File: src/design/scd_consts.vh
/*
  constants for the strobe command decoder: command codes, addresses,
  mode encodings and reset values.
  assumes inclusion by bare name from the design files.
*/
`ifndef SCD_CONSTS_VH
`define SCD_CONSTS_VH

// first-byte fields
`define SCD_CMD_BIT 7
`define SCD_RW_BIT 6
// strobe nibbles
`define SCD_STB_SLEEP 4'h8
`define SCD_STB_IDLE 4'h9
`define SCD_STB_STBY 4'hA
`define SCD_STB_PLL 4'hB
`define SCD_STB_RX 4'hC
`define SCD_STB_TX 4'hD
`define SCD_STB_WPRST 4'hE
`define SCD_STB_RPRST 4'hF
// full deep sleep codes
`define SCD_DS_TRI 8'h88
`define SCD_DS_PULL 8'h8B
// register addresses
`define SCD_ADDR_RST 6'h00
`define SCD_ADDR_FIFO 6'h05
`define SCD_ADDR_ID 6'h06
// output function select value for fifo status
`define SCD_GSEL_FIFO 4'h1
// spi data out function select value (4-wire)
`define SCD_GSEL_SDO 4'h6
// operating modes, one-hot
`define SCD_MODE_W 8
`define SCD_M_DEEP 8'h01
`define SCD_M_SLEEP 8'h02
`define SCD_M_IDLE 8'h04
`define SCD_M_STBY 8'h08
`define SCD_M_PLL 8'h10
`define SCD_M_RX 8'h20
`define SCD_M_TX 8'h40
// reset values
`define SCD_ID_RST 32'h00000000
`define SCD_SRST_CYCLES 4'h4

`endif

File: src/design/scd_sync2.v
/*
  two flip-flop synchroniser for one level from outside the core clock.
  assumes an asynchronous active-low reset.
*/
`timescale 1ns/1ps
module scd_sync2 #(
  parameter RST_VAL = 1'b0
) (
  input wire core_clk,
  input wire rst_n,
  input wire d,
  output reg q
);
  reg meta_r;

  // first stage read only by the second
  always @(posedge core_clk or negedge rst_n) begin
    if (!rst_n) begin
      meta_r <= RST_VAL;
      q <= RST_VAL;
    end else begin
      meta_r <= d;
      q <= meta_r;
    end
  end
endmodule // scd_sync2

File: src/design/scd_strobe_decoder.v
/*
  serial command interpreter: strobes, software reset, id access and
  fifo burst access, with power-domain enables per operating mode.
  assumes serial clock, select and data come from the host on pins and
  are oversampled by core_clk (at least 8x the serial clock rate).
*/
`timescale 1ns/1ps
`include "scd_consts.vh"

// Overview of operation
// - first bit one is strobe; zero is register access, then r/w bit, 6-bit address
// - input sampled on rising serial clock, read data shifted on falling edge
// - strobe accepted as 4-bit code or full 8-bit code
// - in 8-bit form low nibble ignored; select may stay low for more commands
// - strobe decoding only while both alternate strobe config bits are zero
// - code 1000 enters sleep
// - code 1001 enters idle: regulator on, oscillator and radio off
// - code 1010 enters standby: regulator and crystal on, radio off
// - code 1011 enters pll mode: oscillator, vco, pll on; rx and tx off
// - code 1100 enters receive: synthesizer and receiver on, transmitter off
// - code 1101 enters transmit: synthesizer and transmitter on, receiver off
// - code 1110 resets fifo write pointer, mode unchanged
// - code 1111 resets fifo read pointer, mode unchanged
// - 10001000 tristates both outputs, 10001011 pulls them up
// - deep sleep powers all off and loses register contents
// - write of zero address and zero data fires internal reset, then standby
// - after any reset registers take initial values; calibration needed again
// - id write: address 06h then four id bytes, order 0 to 3
// - id read: address 46h then four id bytes out, order 0 to 3
// - fifo write: address 05h then bytes stored sequentially
// - fifo read: address 45h then bytes streamed until select rises
// - fifo data mode when fifo mode select is one, else direct
// - fifo status driven on an output whose function select picks it
// - sleep keeps registers, regulator on, everything else off
module scd_strobe_decoder #(
  parameter SRST_CYCLES = `SCD_SRST_CYCLES
) (
  input wire core_clk,
  input wire rst_n,
  input wire serial_select_n,
  input wire serial_clk,
  input wire serial_data_in,
  output reg serial_data_out,
  output reg serial_data_oe_n,
  input wire alt_strobe_cfg_a,
  input wire alt_strobe_cfg_b,
  input wire fifo_mode_select,
  input wire [3:0] output1_function_select,
  input wire [3:0] output2_function_select,
  input wire fifo_status,
  input wire [7:0] rx_fifo_data,
  output reg rx_fifo_pop,
  output reg [7:0] tx_fifo_data,
  output reg tx_fifo_push,
  output reg fifo_wptr_rst,
  output reg fifo_rptr_rst,
  output reg fifo_data_mode,
  output reg [31:0] id_value,
  output reg [`SCD_MODE_W-1:0] op_mode,
  output reg regulator_en,
  output reg xtal_en,
  output reg vco_en,
  output reg pll_en,
  output reg rx_en,
  output reg tx_en,
  output reg recal_needed,
  output reg internal_reset_n,
  output reg general_output_1,
  output reg general_output_1_oe_n,
  output reg general_output_1_pullup,
  output reg general_output_2,
  output reg general_output_2_oe_n,
  output reg general_output_2_pullup
);
  // phase states, one-hot
  localparam ST_CMD = 5'b00001;
  localparam ST_ADDR = 5'b00010;
  localparam ST_WDATA = 5'b00100;
  localparam ST_RDATA = 5'b01000;
  localparam ST_DONE = 5'b10000;

  wire cs_n_s;
  wire sck_s;
  wire sdi_s;
  reg sck_d_r;
  reg [4:0] st_r;
  reg [2:0] bitcnt_r;
  reg [7:0] shift_r;
  reg [7:0] addr_r;
  reg [1:0] bytecnt_r;
  reg [7:0] rd_shift_r;
  reg rd_active_r;
  reg [3:0] srst_cnt_r;
  reg io_tri_r;
  reg io_pull_r;

  scd_sync2 #(.RST_VAL(1'b1)) u_sync_cs (
    .core_clk(core_clk), .rst_n(rst_n), .d(serial_select_n), .q(cs_n_s));
  scd_sync2 #(.RST_VAL(1'b0)) u_sync_sck (
    .core_clk(core_clk), .rst_n(rst_n), .d(serial_clk), .q(sck_s));
  scd_sync2 #(.RST_VAL(1'b0)) u_sync_sdi (
    .core_clk(core_clk), .rst_n(rst_n), .d(serial_data_in), .q(sdi_s));

  // edges are seen only on the synchronised copy
  wire sck_rise = sck_s & ~sck_d_r;
  wire sck_fall = ~sck_s & sck_d_r;
  wire active = ~cs_n_s;
  wire [7:0] byte_in = {shift_r[6:0], sdi_s};
  wire strobes_on = ~alt_strobe_cfg_a & ~alt_strobe_cfg_b;
  wire srst_busy = (srst_cnt_r != 4'h0);

  // one byte of the id register picked by byte count, byte 0 in [31:24]
  function [7:0] id_byte;
    input [31:0] idv;
    input [1:0] idx;
    begin
      case (idx)
        2'd0: id_byte = idv[31:24];
        2'd1: id_byte = idv[23:16];
        2'd2: id_byte = idv[15:8];
        default: id_byte = idv[7:0];
      endcase
    end
  endfunction

  // enter a mode and set the power-domain enables that belong to it
  task set_mode;
    input [`SCD_MODE_W-1:0] m;
    begin
      op_mode <= m;
      regulator_en <= (m != `SCD_M_DEEP);
      xtal_en <= (m == `SCD_M_STBY) || (m == `SCD_M_PLL) ||
        (m == `SCD_M_RX) || (m == `SCD_M_TX);
      vco_en <= (m == `SCD_M_PLL) || (m == `SCD_M_RX) || (m == `SCD_M_TX);
      pll_en <= (m == `SCD_M_PLL) || (m == `SCD_M_RX) || (m == `SCD_M_TX);
      rx_en <= (m == `SCD_M_RX);
      tx_en <= (m == `SCD_M_TX);
      // any mode change releases the pins; deep sleep sets its own pin state after this
      io_tri_r <= 1'b0;
      io_pull_r <= 1'b0;
    end
  endtask

  // main serial engine; the software reset re-initialises id, mode, pins and phase, not the shift and count flops
  always @(posedge core_clk or negedge rst_n) begin
    if (!rst_n) begin
      sck_d_r <= 1'b0;
      st_r <= ST_CMD;
      bitcnt_r <= 3'd0;
      shift_r <= 8'h00;
      addr_r <= 8'h00;
      bytecnt_r <= 2'd0;
      rd_shift_r <= 8'h00;
      rd_active_r <= 1'b0;
      srst_cnt_r <= 4'h0;
      io_tri_r <= 1'b0;
      io_pull_r <= 1'b0;
      rx_fifo_pop <= 1'b0;
      tx_fifo_data <= 8'h00;
      tx_fifo_push <= 1'b0;
      fifo_wptr_rst <= 1'b0;
      fifo_rptr_rst <= 1'b0;
      id_value <= `SCD_ID_RST;
      op_mode <= `SCD_M_STBY;
      regulator_en <= 1'b1;
      xtal_en <= 1'b1;
      vco_en <= 1'b0;
      pll_en <= 1'b0;
      rx_en <= 1'b0;
      tx_en <= 1'b0;
      recal_needed <= 1'b1;
      internal_reset_n <= 1'b1;
    end else begin
      // edge history advances every cycle, the reset pulse included
      sck_d_r <= sck_s;
      rx_fifo_pop <= 1'b0;
      tx_fifo_push <= 1'b0;
      fifo_wptr_rst <= 1'b0;
      fifo_rptr_rst <= 1'b0;
      internal_reset_n <= ~srst_busy;
      if (srst_busy) begin
        // internal reset pulse: registers back to initial values, standby
        // bit count left alone: the host closes the frame with select anyway
        srst_cnt_r <= srst_cnt_r - 4'h1;
        id_value <= `SCD_ID_RST;
        set_mode(`SCD_M_STBY);
        recal_needed <= 1'b1;
        io_tri_r <= 1'b0;
        io_pull_r <= 1'b0;
        st_r <= ST_CMD;
        rd_active_r <= 1'b0;
      end else if (!active) begin
        // select high ends or aborts whatever was under way
        st_r <= ST_CMD;
        bitcnt_r <= 3'd0;
        bytecnt_r <= 2'd0;
        rd_active_r <= 1'b0;
      end else if (sck_rise) begin
        shift_r <= byte_in;
        bitcnt_r <= bitcnt_r + 3'd1;
        case (st_r)
          ST_CMD: begin
            // 4th bit of a strobe carries the nibble
            if (bitcnt_r == 3'd3 && byte_in[3] && strobes_on) begin
              case (byte_in[3:0])
                `SCD_STB_SLEEP: set_mode(`SCD_M_SLEEP);
                `SCD_STB_IDLE: set_mode(`SCD_M_IDLE);
                `SCD_STB_STBY: set_mode(`SCD_M_STBY);
                `SCD_STB_PLL: set_mode(`SCD_M_PLL);
                `SCD_STB_RX: set_mode(`SCD_M_RX);
                `SCD_STB_TX: set_mode(`SCD_M_TX);
                `SCD_STB_WPRST: fifo_wptr_rst <= 1'b1;
                default: fifo_rptr_rst <= 1'b1;
              endcase
            end
            // eighth bit: deep sleep codes or the register address
            if (bitcnt_r == 3'd7) begin
              if (byte_in[`SCD_CMD_BIT]) begin
                // low nibble ignored except deep sleep codes
                if (strobes_on && byte_in == `SCD_DS_TRI) begin
                  set_mode(`SCD_M_DEEP);
                  io_tri_r <= 1'b1;
                  io_pull_r <= 1'b0;
                  id_value <= `SCD_ID_RST;
                  recal_needed <= 1'b1;
                end else if (strobes_on && byte_in == `SCD_DS_PULL) begin
                  set_mode(`SCD_M_DEEP);
                  io_tri_r <= 1'b0;
                  io_pull_r <= 1'b1;
                  id_value <= `SCD_ID_RST;
                  recal_needed <= 1'b1;
                end
              end else begin
                addr_r <= byte_in;
                bytecnt_r <= 2'd0;
                if (byte_in[`SCD_RW_BIT]) begin
                  st_r <= ST_RDATA;
                  rd_active_r <= 1'b1;
                  if (byte_in[5:0] == `SCD_ADDR_ID) begin
                    rd_shift_r <= id_byte(id_value, 2'd0);
                  end else begin
                    // staged now so its msb is out before the first data rising edge
                    rd_shift_r <= rx_fifo_data;
                    // no pop yet: a byte counts as taken only once it has gone out
                  end
                end else begin
                  st_r <= ST_WDATA;
                end
              end
            end
          end
          ST_WDATA: begin
            if (bitcnt_r == 3'd7) begin
              if (addr_r[5:0] == `SCD_ADDR_RST && byte_in == 8'h00 &&
                  bytecnt_r == 2'd0) begin
                srst_cnt_r <= SRST_CYCLES[3:0];
              end else if (addr_r[5:0] == `SCD_ADDR_ID) begin
                // bytes 0..3 fill from the top, extra bytes ignored
                case (bytecnt_r)
                  2'd0: id_value[31:24] <= byte_in;
                  2'd1: id_value[23:16] <= byte_in;
                  2'd2: id_value[15:8] <= byte_in;
                  default: id_value[7:0] <= byte_in;
                endcase
                if (bytecnt_r == 2'd3) begin
                  st_r <= ST_DONE;
                end
              end else if (addr_r[5:0] == `SCD_ADDR_FIFO) begin
                tx_fifo_data <= byte_in;
                tx_fifo_push <= fifo_data_mode;
              end
              bytecnt_r <= bytecnt_r + 2'd1;
            end
          end
          ST_RDATA: begin
            // next read byte staged after the last bit is clocked in
            if (bitcnt_r == 3'd7) begin
              bytecnt_r <= bytecnt_r + 2'd1;
              if (addr_r[5:0] == `SCD_ADDR_ID) begin
                if (bytecnt_r == 2'd3) begin
                  st_r <= ST_DONE;
                end else begin
                  rd_shift_r <= id_byte(id_value, bytecnt_r + 2'd1);
                end
              end else begin
                // byte fully sent: pop it; the next head is staged on the falling edge
                rx_fifo_pop <= fifo_data_mode;
              end
            end
          end
          default: begin
            st_r <= ST_DONE; // extra bits ignored until select rises
          end
        endcase
      end else if (sck_fall && rd_active_r && st_r == ST_RDATA) begin
        if (bitcnt_r != 3'd0) begin
          rd_shift_r <= {rd_shift_r[6:0], 1'b0};
        end else if (addr_r[5:0] != `SCD_ADDR_ID) begin
          // the fifo head has settled since the pop at the last rising edge
          rd_shift_r <= rx_fifo_data;
        end
      end
      // deep sleep codes pass through sleep first, so a set never meets this clear
      if (!srst_busy && rx_en | tx_en) begin
        recal_needed <= 1'b0; // the synthesizer runs, calibration done
      end
    end
  end

  // pin drive: sdio returns read data, outputs give fifo status or spi data
  always @(posedge core_clk or negedge rst_n) begin
    if (!rst_n) begin
      serial_data_out <= 1'b0;
      serial_data_oe_n <= 1'b1;
      fifo_data_mode <= 1'b0;
      general_output_1 <= 1'b0;
      general_output_1_oe_n <= 1'b0;
      general_output_1_pullup <= 1'b0;
      general_output_2 <= 1'b0;
      general_output_2_oe_n <= 1'b0;
      general_output_2_pullup <= 1'b0;
    end else begin
      // mode select comes from logic on this clock, so no synchroniser
      fifo_data_mode <= fifo_mode_select;
      serial_data_out <= rd_shift_r[7];
      serial_data_oe_n <= ~(rd_active_r & active);
      general_output_1 <= (output1_function_select == `SCD_GSEL_FIFO) ? fifo_status :
        (output1_function_select == `SCD_GSEL_SDO) ? rd_shift_r[7] : 1'b0;
      general_output_2 <= (output2_function_select == `SCD_GSEL_FIFO) ? fifo_status :
        (output2_function_select == `SCD_GSEL_SDO) ? rd_shift_r[7] : 1'b0;
      // pins float only in deep sleep, with or without the pull-ups
      general_output_1_oe_n <= io_tri_r | io_pull_r;
      general_output_2_oe_n <= io_tri_r | io_pull_r;
      general_output_1_pullup <= io_pull_r;
      general_output_2_pullup <= io_pull_r;
    end
  end
endmodule // scd_strobe_decoder

File: config.mk
export PLATFORM = sky130hd
export DESIGN_NAME = scd_strobe_decoder
export DESIGN_NICKNAME = d
export VERILOG_FILES = /design/src/design/scd_sync2.v /design/src/design/scd_strobe_decoder.v
export VERILOG_INCLUDE_DIRS = /design/src /design/src/design
export SDC_FILE = /design/constraint.sdc
export NUM_CORES = 1
export LEC_CHECK = 0
export ABC_AREA = 0
export BUFFER_PORTS_ARGS = -buffer_cell sky130_fd_sc_hd__buf_2
export CAP_MARGIN = 20
export CORE_ASPECT_RATIO = 0.7
export CORE_MARGIN = 2
export CORE_UTILIZATION = 50
export CTS_CLUSTER_SIZE = 12
export DETAILED_ROUTE_END_ITERATION = 16
export PLACE_DENSITY_LB_ADDON = 0.2
export SLEW_MARGIN = 20
export SYNTH_ARGS = -nofsm -noshare
export SYNTH_HDL_FRONTEND = slang
export SYNTH_SLANG_ARGS = --single-unit
File: constraint.sdc
create_clock -name core_clk -period 4.9 [get_ports core_clk]
set_input_delay 0.245 -clock core_clk [delete_from_list [all_inputs] [get_ports core_clk]]
set_output_delay 0.245 -clock core_clk [all_outputs]
set_load 0.03 [all_outputs]
After elaboration in Yosys (flattened, before gate mapping)
Index checks and enable logic that the tools add are counted.

Bits in registers: 112. Word-level logic and storage cells: 366. Output and inout port bits: 69. Input bits: 25.

Bitwise logic cells: 16. Reductions and logical operators: 60. Mux-type cells: 190. Add/sub/neg operators: 3. Equal/unequal tests: 55.

Operator list (number): $mux 32 (10); $mux 8 (24); $mux 1 (121); $pmux 32 s2 (1); $mux 5 (10); $pmux 8 s6 (1); $ne 3x3->1 const B (14); $reduce_and 10->1 (4); $reduce_bool 3->1 (12); $eq 4x4->1 const B (7); $mux 4 (7); $pmux 8 s3 (1); $reduce_and 6->1 (4); $ne 4x3->1 const B (5); $eq 6x3->1 const B (3); $eq 8x8->1 const B (2); $pmux 8 s2 (1); $pmux 5 s3 (1); $reduce_bool 2->1 (7); $ne 3x2->1 const B (4); $reduce_and 11->1 (1); $mux 2 (5); $not 1->1 (10); $pmux 1 s2 (5); other kinds (36) (64).

Longest topological paths before layout
Gate-level depths: netlist of run 1.

Word-level depth: 12. Mapped depth: 9. Gate-level depth less buffers: 7.

Hierarchy
From an unflattened synthesis of run 1, not the netlist that was laid out.

Cells, all modules: 481. Area, all modules: 5255.0 µm².

By module, submodules not included: scd_strobe_decoder (times used 1, cells each 475, area an instance 5102.4 µm², sequential area each 2636.3 µm²); scd_sync2 (u_sync_sck ...) (times used 2, cells each 2, area an instance 50.0 µm², sequential area each 50.0 µm²); scd_sync2 (u_sync_cs) (times used 1, cells each 2, area an instance 52.6 µm², sequential area each 52.6 µm²).

Worst setup path after synthesis of run 1
Ideal clock, no wire load.

Path type: flip-flop to flip-flop. Start: reg bitcnt_r[0]. End: reg id_value[0]. Period minus slack after synthesis: 2406 ps. Buffers on the path: 0. Data arrival time: 2284 ps. Stages on the path, launching flop included: 8. Library setup time: 122 ps. Required time: 4778 ps. Slack: 2494 ps. Cells stage by stage: dfrtp_1 -> ha_1 -> ha_1 -> or3b_1 -> a2111oi_4 -> and2_1 -> nor3_4 -> a32o_1.

Word-level cells in the longest chain between the ends: 3. Elaborated cells on any way between the ends: 4. Those cells by class: eq/ne: 3; reduce/logical: 1.

RTL lines: start: declaration (RTL line scd_strobe_decoder.v:87) `reg [2:0] bitcnt_r;`; start signal: assignment (RTL line scd_strobe_decoder.v:200) `bitcnt_r <= bitcnt_r + 3'd1;`; $eq 3x3->1 (*) (RTL line scd_strobe_decoder.v:217, scd_strobe_decoder.v:253); $ne 3x3->1 (no line); $reduce_and 10->1 (no line) (*); end signal: assignment (RTL line scd_strobe_decoder.v:224) `` id_value <= `SCD_ID_RST; ``; end signal: assignment (RTL line scd_strobe_decoder.v:230) `` id_value <= `SCD_ID_RST; ``; end signal: assignment (RTL line scd_strobe_decoder.v:263) `default: id_value[7:0] <= byte_in;`; end: declaration (RTL line scd_strobe_decoder.v:58) `output reg [31:0] id_value,`.

Mark *: on every way between the ends. The rest lies on a longest branch, timed or not. A chain may end at the register's enable or synchronous reset.

Worst setup path after layout of run 1
Start: reg srst_cnt_r[1]. End: reg tx_fifo_data[0].

Word-level cells in the longest chain between the ends: 3.

RTL lines: start: declaration (RTL line scd_strobe_decoder.v:93) `reg [3:0] srst_cnt_r;`; start signal: assignment (RTL line scd_strobe_decoder.v:184) `srst_cnt_r <= srst_cnt_r - 4'h1;`; start signal: assignment (RTL line scd_strobe_decoder.v:256) `srst_cnt_r <= SRST_CYCLES[3:0];`; $reduce_bool 4->1 (RTL line scd_strobe_decoder.v:110) `wire srst_busy = (srst_cnt_r != 4'h0);`; $not 1->1 (no line); $reduce_and 8->1 (no line); end signal: assignment (RTL line scd_strobe_decoder.v:269) `tx_fifo_data <= byte_in;`; end: declaration (RTL line scd_strobe_decoder.v:53) `output reg [7:0] tx_fifo_data,`.

No other way between the ends.

==> impl_metrics.py, run 1 <==
metrics = {
    "floorplan": {
        "dieArea_um2": 11800,
        "fp.dieW_um": 129,
        "start_util": 0.521,
        "coreArea_um2": 10500,
        "rows": 31,
        "io-pin-count": 94,
        "fp.dieH_um": 91.4,
    },
    "timing": {
        "slew_headroom": 0.260,
        "fin_skew_ps": 10.7,
        "worst_slew_pin_slew_ps": 1110,
        "rsz0062_at_grt": "false",
        "slew_viol_final": 0,
        "period_minus_slack_ps": 3110,
        "setup_tns_ps": 0,
        "finalSetupViolations": 0,
        "post-route-period-util": 0.635,
        "fmax_ghz": 0.322,
        "hold_viol": 0,
    },
    "drt": {
        "drc": 0,
        "avgViaCountPerCell": 6.33,
        "drt-wirelength-per-cell_um": 20.4,
        "ant_nets": 0,
        "wirelength_mm": 14.6,
        "vias": 4511,
        "drt_pass1_iterations": 7,
        "dr.first_iter.drc_count": 526,
    },
    "clock_network": {
        "numCtsBuffers": 9,
        "post_cts_buffers": 0,
        "clock-sinks": 111,
        "h-tree-depth": 3,
        "clockBufferDepth": 2,
        "clk_latency_ps": 360,
        "path_clk_slew_ps": 70,
        "cts_tree": "yes",
        "cts-root-buf": "clkbuf_16",
    },
    "placed_design": {
        "placed_area_um2": 5980,
        "dp_hpwl_mm": 10.1,
        "portBuffers": 93,
        "routabilityCongestion": 0.884,
    },
    "min_path": {
        "hold_class": "input port to register",
    },
    "pwr": {
        "peakVddDrop_uv": 232,
        "p_total_mw": 2.61,
        "pwr_density_cell_nw_per_um2": 411,
        "leakage_nw": 3.07,
    },
    "logic_synthesis": {
        "synth_xor_area_frac": 0.00321,
        "synth.largest_area_cell": "dfrtp_1",
        "avgSynthCellArea_um2": 11.0,
        "ys_warn_count": 0,
        "synthTopCellsByArea": "dfrtp_1 47%, a32o_1 6.1%, mux2_2 5.6%",
        "synth.yosys.seq_area_share": 0.511,
        "synth_top_family_by_area": "compound AO/OA/AOI/OAI gates",
        "synth_compound_area_frac": 0.192,
        "synth_area_um2": 5460,
        "synth_fa_ha_area_frac": 0.0229,
        "ys_async_sr_fraction": 1.00,
        "yosys-mux-area-fraction": 0.0704,
        "ys_types": 64,
        "synth_nets": 530,
        "yosys.area.top_type_share": 0.468,
        "synth-seq-cells": 111,
        "synth_enable_flop_cells": 0,
        "ys.flop_type": "dfrtp_1",
        "synth_cells": 495,
        "synth-simple-area-share": 0.167,
    },
    "worst_setup_path": {
        "worstSetupPathType": "register to register",
        "crit_path_start_kind": "register",
        "arrival_ps": 3350,
        "cp_max_fo": 16,
        "critical_path_required_ps": 5140,
        "critPathCaptureType": "register",
    },
    "finish": {
        "area_delta_synth_final_pct": 16.3,
        "fin_area_um2": 6340,
        "final_nets": 611,
        "fill_cells": 896,
        "fin_util": 0.606,
        "n_antenna_cell": 0,
        "layout-drive-gt1-share": 0.289,
    },
    "global_route": {
        "grt_max_degree": 60,
        "grt_pass1_wl_mm": 23.1,
        "track_usage": 0.255,
        "antenna_found_initial": 0,
        "grt-ovfl-total": 0,
        "grt_pass1_vias": 4127,
    },
    "outcome": {
        "status": "finished clean",
    },
    "flow_run": {
        "maxCapViolCount": 0,
    },
}
[synthesized netlist by cell type, types with 8 or more instances]
cell type	count
ha_1	10
clkbuf_1	21
a21oi_1	19
nand2_1	58
nand3_1	16
a32o_1	33
nor2_1	21
dfrtp_1	102
a222oi_1	8
inv_1	11
dfstp_2	9
mux2_2	27
o21ai_0	20
a211oi_1	9
mux2i_1	8
nor2b_1	12
[metal layers]
| layer | global-route usage | vias to the layer above | part of all wire |
|---|---|---|---|
| li1 | - | 2024 | - |
| met2 | 0.343 | 225 | 0.42 |
| met5 | 0 | - | 0 |
| met3 | 0.0672 | 27 | 0.094 |
| met1 | 0.401 | 2235 | 0.47 |
| met4 | 0.0670 | 0 | 0.017 |
[cell type report]
type,instances,area [um2],share of cell area
inverters,11,41.3,0.00651
multi-input cells,341,2490,0.392
flip-flops and latches,111,2790,0.440
repair buffers,102,548,0.0864
clock buffers,9,225,0.0355
well taps,132,165,0.0260
clock inverters,7,88.8,0.0140
[worst paths after layout]
path / to / slack [ps] / start / cells after the start
min in group asynchronous: tx_fifo_data[0]$_DFFE_PN0P_ / 460 / rst_n / 2
setup / recovery: tx_fifo_data[0]$_DFFE_PN0P_ / 1790 / srst_cnt_r[1]$_DFFE_PN0P_ / 5
setup reg to reg: tx_fifo_data[0]$_DFFE_PN0P_ / 1790 / srst_cnt_r[1]$_DFFE_PN0P_ / 5
max in group asynchronous: rd_shift_r[1]$_DFFE_PN0P_ / 3220 / rst_n / 3
hold / removal: general_output_2$_DFF_PN0_ / 40 / output2_function_select[3] / 2
hold reg to reg: u_sync_sdi.q$_DFF_PN0_ / 350 / u_sync_sdi.meta_r$_DFF_PN0_ / 0
[flip-flops by register name (all words and copies together) (netlist names), 2 cells and up]
name          flops
addr_r            6
st_r              4
rd_shift_r        8
tx_fifo_data      8
shift_r           7
srst_cnt_r        4
bytecnt_r         2
bitcnt_r          3
op_mode           8
id_value         32
[power by group]
group	total [mW]	internal (mW)	leakage [nW]	switching, mW
clock network	0.762	0.407	0.155	0.354
registers	1.17	0.992	1.50	0.180
logic	0.675	0.228	1.41	0.447
[cell usage in the layout (no fill, tap or decap), types with 6 or more instances in the layout]
cell type,count
inv_1,11
a221oi_1,6
buf_2,92
dfstp_2,9
a21oi_1,19
a32o_1,33
mux2i_1,8
nor2_1,21
mux2_2,27
nand3_1,16
nand2_1,58
a222oi_1,8
ha_1,10
clkbuf_16,9
dfrtp_1,102
o21ai_0,20
nor2b_1,12
nor3_1,7
a211oi_1,9
[critical path: stages, from the launching register on]
cell     delay, ps
dfrtp_1        430
or4_1          890
nor2_1         700
nand2_1        200
nor2_2         400
mux2_2         380
[metrics by stage]
stage | setup WS (ps) | hold slack (ps) | instances
final | 1790 | 40.4 | 713
after global routing | 1620 | 30.8 | 713
after CTS | 1850 | 30.3 | 713
after detailed placement | 1850 | 314 | 692
after global placement | 2000 | 312 | 692
after floorplan | 2490 | -50.6 | 495
[cells by family after synthesis]
logic type               after synthesis
adder cells (fa/ha/maj)               10
AND/OR/NAND/NOR                      162
XOR/XNOR                               2
buffers and inverters                 43
multiplexers                          35
AO/OA/AOI/OAI                        132
flip-flops                           111
[timing repair]
item                                   CTS  global route
resized for setup                        0             0
hold buffers                             5             0
endpoints found under the hold margin   56             0
(Power assumes the default switching activity.)
==> run 2: changes to the inputs <==
- ABC_AREA: 0 -> 1
- clock period: 4.9 -> 3.1 ns (I/O delays scaled with it)
==> impl_metrics.py, run 2 <==
metrics = {
    "global_route": {
        "track_usage": 0.259,
        "grt_pass1_vias": 5081,
        "grt_max_degree": 89,
        "grt_pass1_wl_mm": 26.2,
        "antenna_found_initial": 0,
        "grt-ovfl-total": 0,
    },
    "pwr": {
        "peakVddDrop_uv": 316,
        "pwr_density_cell_nw_per_um2": 580,
        "leakage_nw": 3.76,
    },
    "logic_synthesis": {
        "synth-seq-cells": 111,
        "synth_xor_area_frac": 0,
        "yosys.area.top_type_share": 0.419,
        "avgSynthCellArea_um2": 8.03,
        "synth_cells": 759,
        "yosys.cell_count.top_type": "nand2_1",
        "yosys-mux-area-fraction": 0,
        "synth_common_cells": "250 x nand2_1, 102 x dfrtp_1, 89 x nand3_1, 67 x nor2_1, 49 x inv_1",
        "synth-simple-area-share": 0.374,
        "ys.flop_type": "dfrtp_1",
        "ys_types": 43,
        "ys_async_sr_fraction": 1.00,
        "synth_nets": 794,
        "synth_compound_area_frac": 0.0750,
        "synth_fa_ha_area_frac": 0.0205,
        "synth.largest_area_cell": "dfrtp_1",
        "synth_top_family_by_area": "simple AND/OR/NAND/NOR gates",
        "synth_enable_flop_cells": 0,
        "synthTopCellsByArea": "dfrtp_1 42%, nand2_1 15%, nand3_1 7.3%",
        "synth.yosys.seq_area_share": 0.458,
        "ys_warn_count": 0,
        "synth_area_um2": 6090,
    },
    "clock_network": {
        "holdBufCountCts": 6,
        "cts-root-buf": "clkbuf_16",
        "h-tree-depth": 3,
        "numCtsBuffers": 9,
        "post_cts_buffers": 0,
        "clock-sinks": 111,
        "cts_resized": 0,
        "path_clk_slew_ps": 70,
        "cts_tree": "yes",
        "clk_latency_ps": 350,
        "clockBufferDepth": 2,
    },
    "drt": {
        "wirelength_mm": 16.2,
        "drt_pass1_iterations": 6,
        "drt-wirelength-per-cell_um": 16.0,
        "vias": 5440,
        "drc": 0,
        "avgViaCountPerCell": 5.38,
        "dr.first_iter.drc_count": 573,
        "ant_nets": 0,
    },
    "finish": {
        "area_delta_synth_final_pct": 14.2,
        "final_nets": 884,
        "layout-drive-gt1-share": 0.233,
        "final_common_cell": "nand2_1",
        "top_register": "id_value",
        "layout.area.seq_um2": 2790,
        "multi_input_area_um2": 2860,
        "fin_util": 0.589,
        "final_cell_mix": "250 x nand2_1, 102 x dfrtp_1, 92 x buf_2",
        "n_antenna_cell": 0,
        "fill_cells": 1108,
        "largest_reg_flops": 32,
    },
    "min_path": {
        "hold_class": "input port to register",
    },
    "placed_design": {
        "routabilityCongestion": 0.912,
        "portBuffers": 93,
        "dp_hpwl_mm": 12.1,
    },
    "floorplan": {
        "fp.dieW_um": 136,
        "dieArea_um2": 13100,
        "coreArea_um2": 11800,
        "start_util": 0.516,
        "rows": 33,
        "io-pin-count": 94,
        "fp.dieH_um": 96.4,
    },
    "timing": {
        "fin_skew_ps": 12.4,
        "rsz0062_at_grt": "false",
        "holdWs_ps": 9.00,
        "slew_viol_final": 0,
        "post-route-period-util": 0.708,
        "finalSetupViolations": 0,
        "fmax_ghz": 0.456,
        "slew_headroom": 0.471,
        "period_minus_slack_ps": 2200,
        "setup_tns_ps": 0,
        "worst_slew_pin_slew_ps": 794,
        "hold_viol": 0,
    },
    "worst_setup_path": {
        "crit_chain": "ha_1, ha_1, nand2_1, nor2_2, nand2_1, nor2_2, o21ai_0, o21ai_0, nor2_1",
        "cpPeakStageDelay_ps": 420,
        "arrival_ps": 2430,
        "cp_max_fo": 11,
        "crit_path_top_delay_cell": "nor2_2",
        "critPathCaptureType": "register",
        "worstSetupPathType": "register to register",
        "crit_path_start_kind": "register",
        "critical_path_required_ps": 3340,
    },
    "flow_run": {
        "maxCapViolCount": 0,
    },
    "outcome": {
        "status": "finished clean",
    },
}
-- run 2: cell types whose count changed after synthesis, sizes merged, moves of 12 or more --
cell / delta
mux2: -27
nand3: +82
nand2: +209
nor2b: -12
nor2: +70
o21ai: +23
inv: +55
clkbuf: -16
a32o: -33
-- run 2: logic make-up (layout without fill, tap and decap cells) --
kind of cell	count (synthesis)	in the layout
and+or+nand+nor	472	472
adders and majority gates	10	10
DFF	111	111
AOI/OAI and AO/OA	76	76
buffers and inverters	90	185
-- run 2: layout make-up --
cell class	instances	share of cell area
multi-input cells	558	0.411
flip-flops and latches	111	0.401
repair buffers	102	0.0800
inverters	67	0.0376
clock buffers	11	0.0334
well taps	157	0.0282
clock inverters	5	0.00917
-- run 2: worst max-delay path: cells and delay by family (launching register included) --
family	cells	cell delay (ps)
simple gates	5	1020
flops	1	410
compound gates	2	280
fa+ha+maj	2	390
-- run 2: per-stage QoR --
| step | cell area [um2] | std cells | setup WS (ps) | power, mW |
|---|---|---|---|---|
| 6_report | 6960 | 1011 | 905 | 4.03 |
| 5_1_grt | 6960 | 1011 | 672 | 4.25 |
| 4_1_cts | 6940 | 1010 | 949 | 4.04 |
| 3_5_place_dp | 6590 | 988 | 982 | 2.86 |
| 3_3_place_gp | 6590 | 988 | 1020 | 2.83 |
| 2_1_floorplan | 6090 | 759 | 1430 | 2.65 |
-- run 2: final timing paths --
check,from,slack [ps],to,cells past startpoint
max,bitcnt_r[0]$_DFFE_PN0P_,900,op_mode[4]$_DFFE_PN0P_,9
min,output2_function_select[1],9,general_output_2$_DFF_PN0_,2
max reg2reg,bitcnt_r[0]$_DFFE_PN0P_,900,op_mode[4]$_DFFE_PN0P_,9
min reg2reg,u_sync_sdi.meta_r$_DFF_PN0_,350,u_sync_sdi.q$_DFF_PN0_,0
max in group asynchronous,rst_n,1920,general_output_1$_DFF_PN0_,3
min in group asynchronous,rst_n,440,fifo_data_mode$_DFF_PN0_,2
-- run 2: report_power, final --
group | leakage [nW] | switching (mW) | internal (mW)
sequential | 1.48 | 0.139 | 1.60
combinational | 2.14 | 0.807 | 0.308
clock | 0.146 | 0.538 | 0.639
-- run 2: metal layers --
layer	global-route usage	wire [um]	up-vias
li1	-	-	2616
met1	0.388	7720	2565
met2	0.380	6890	239
met3	0.0600	1360	20
met4	0.0608	183	0
met5	0	0	-
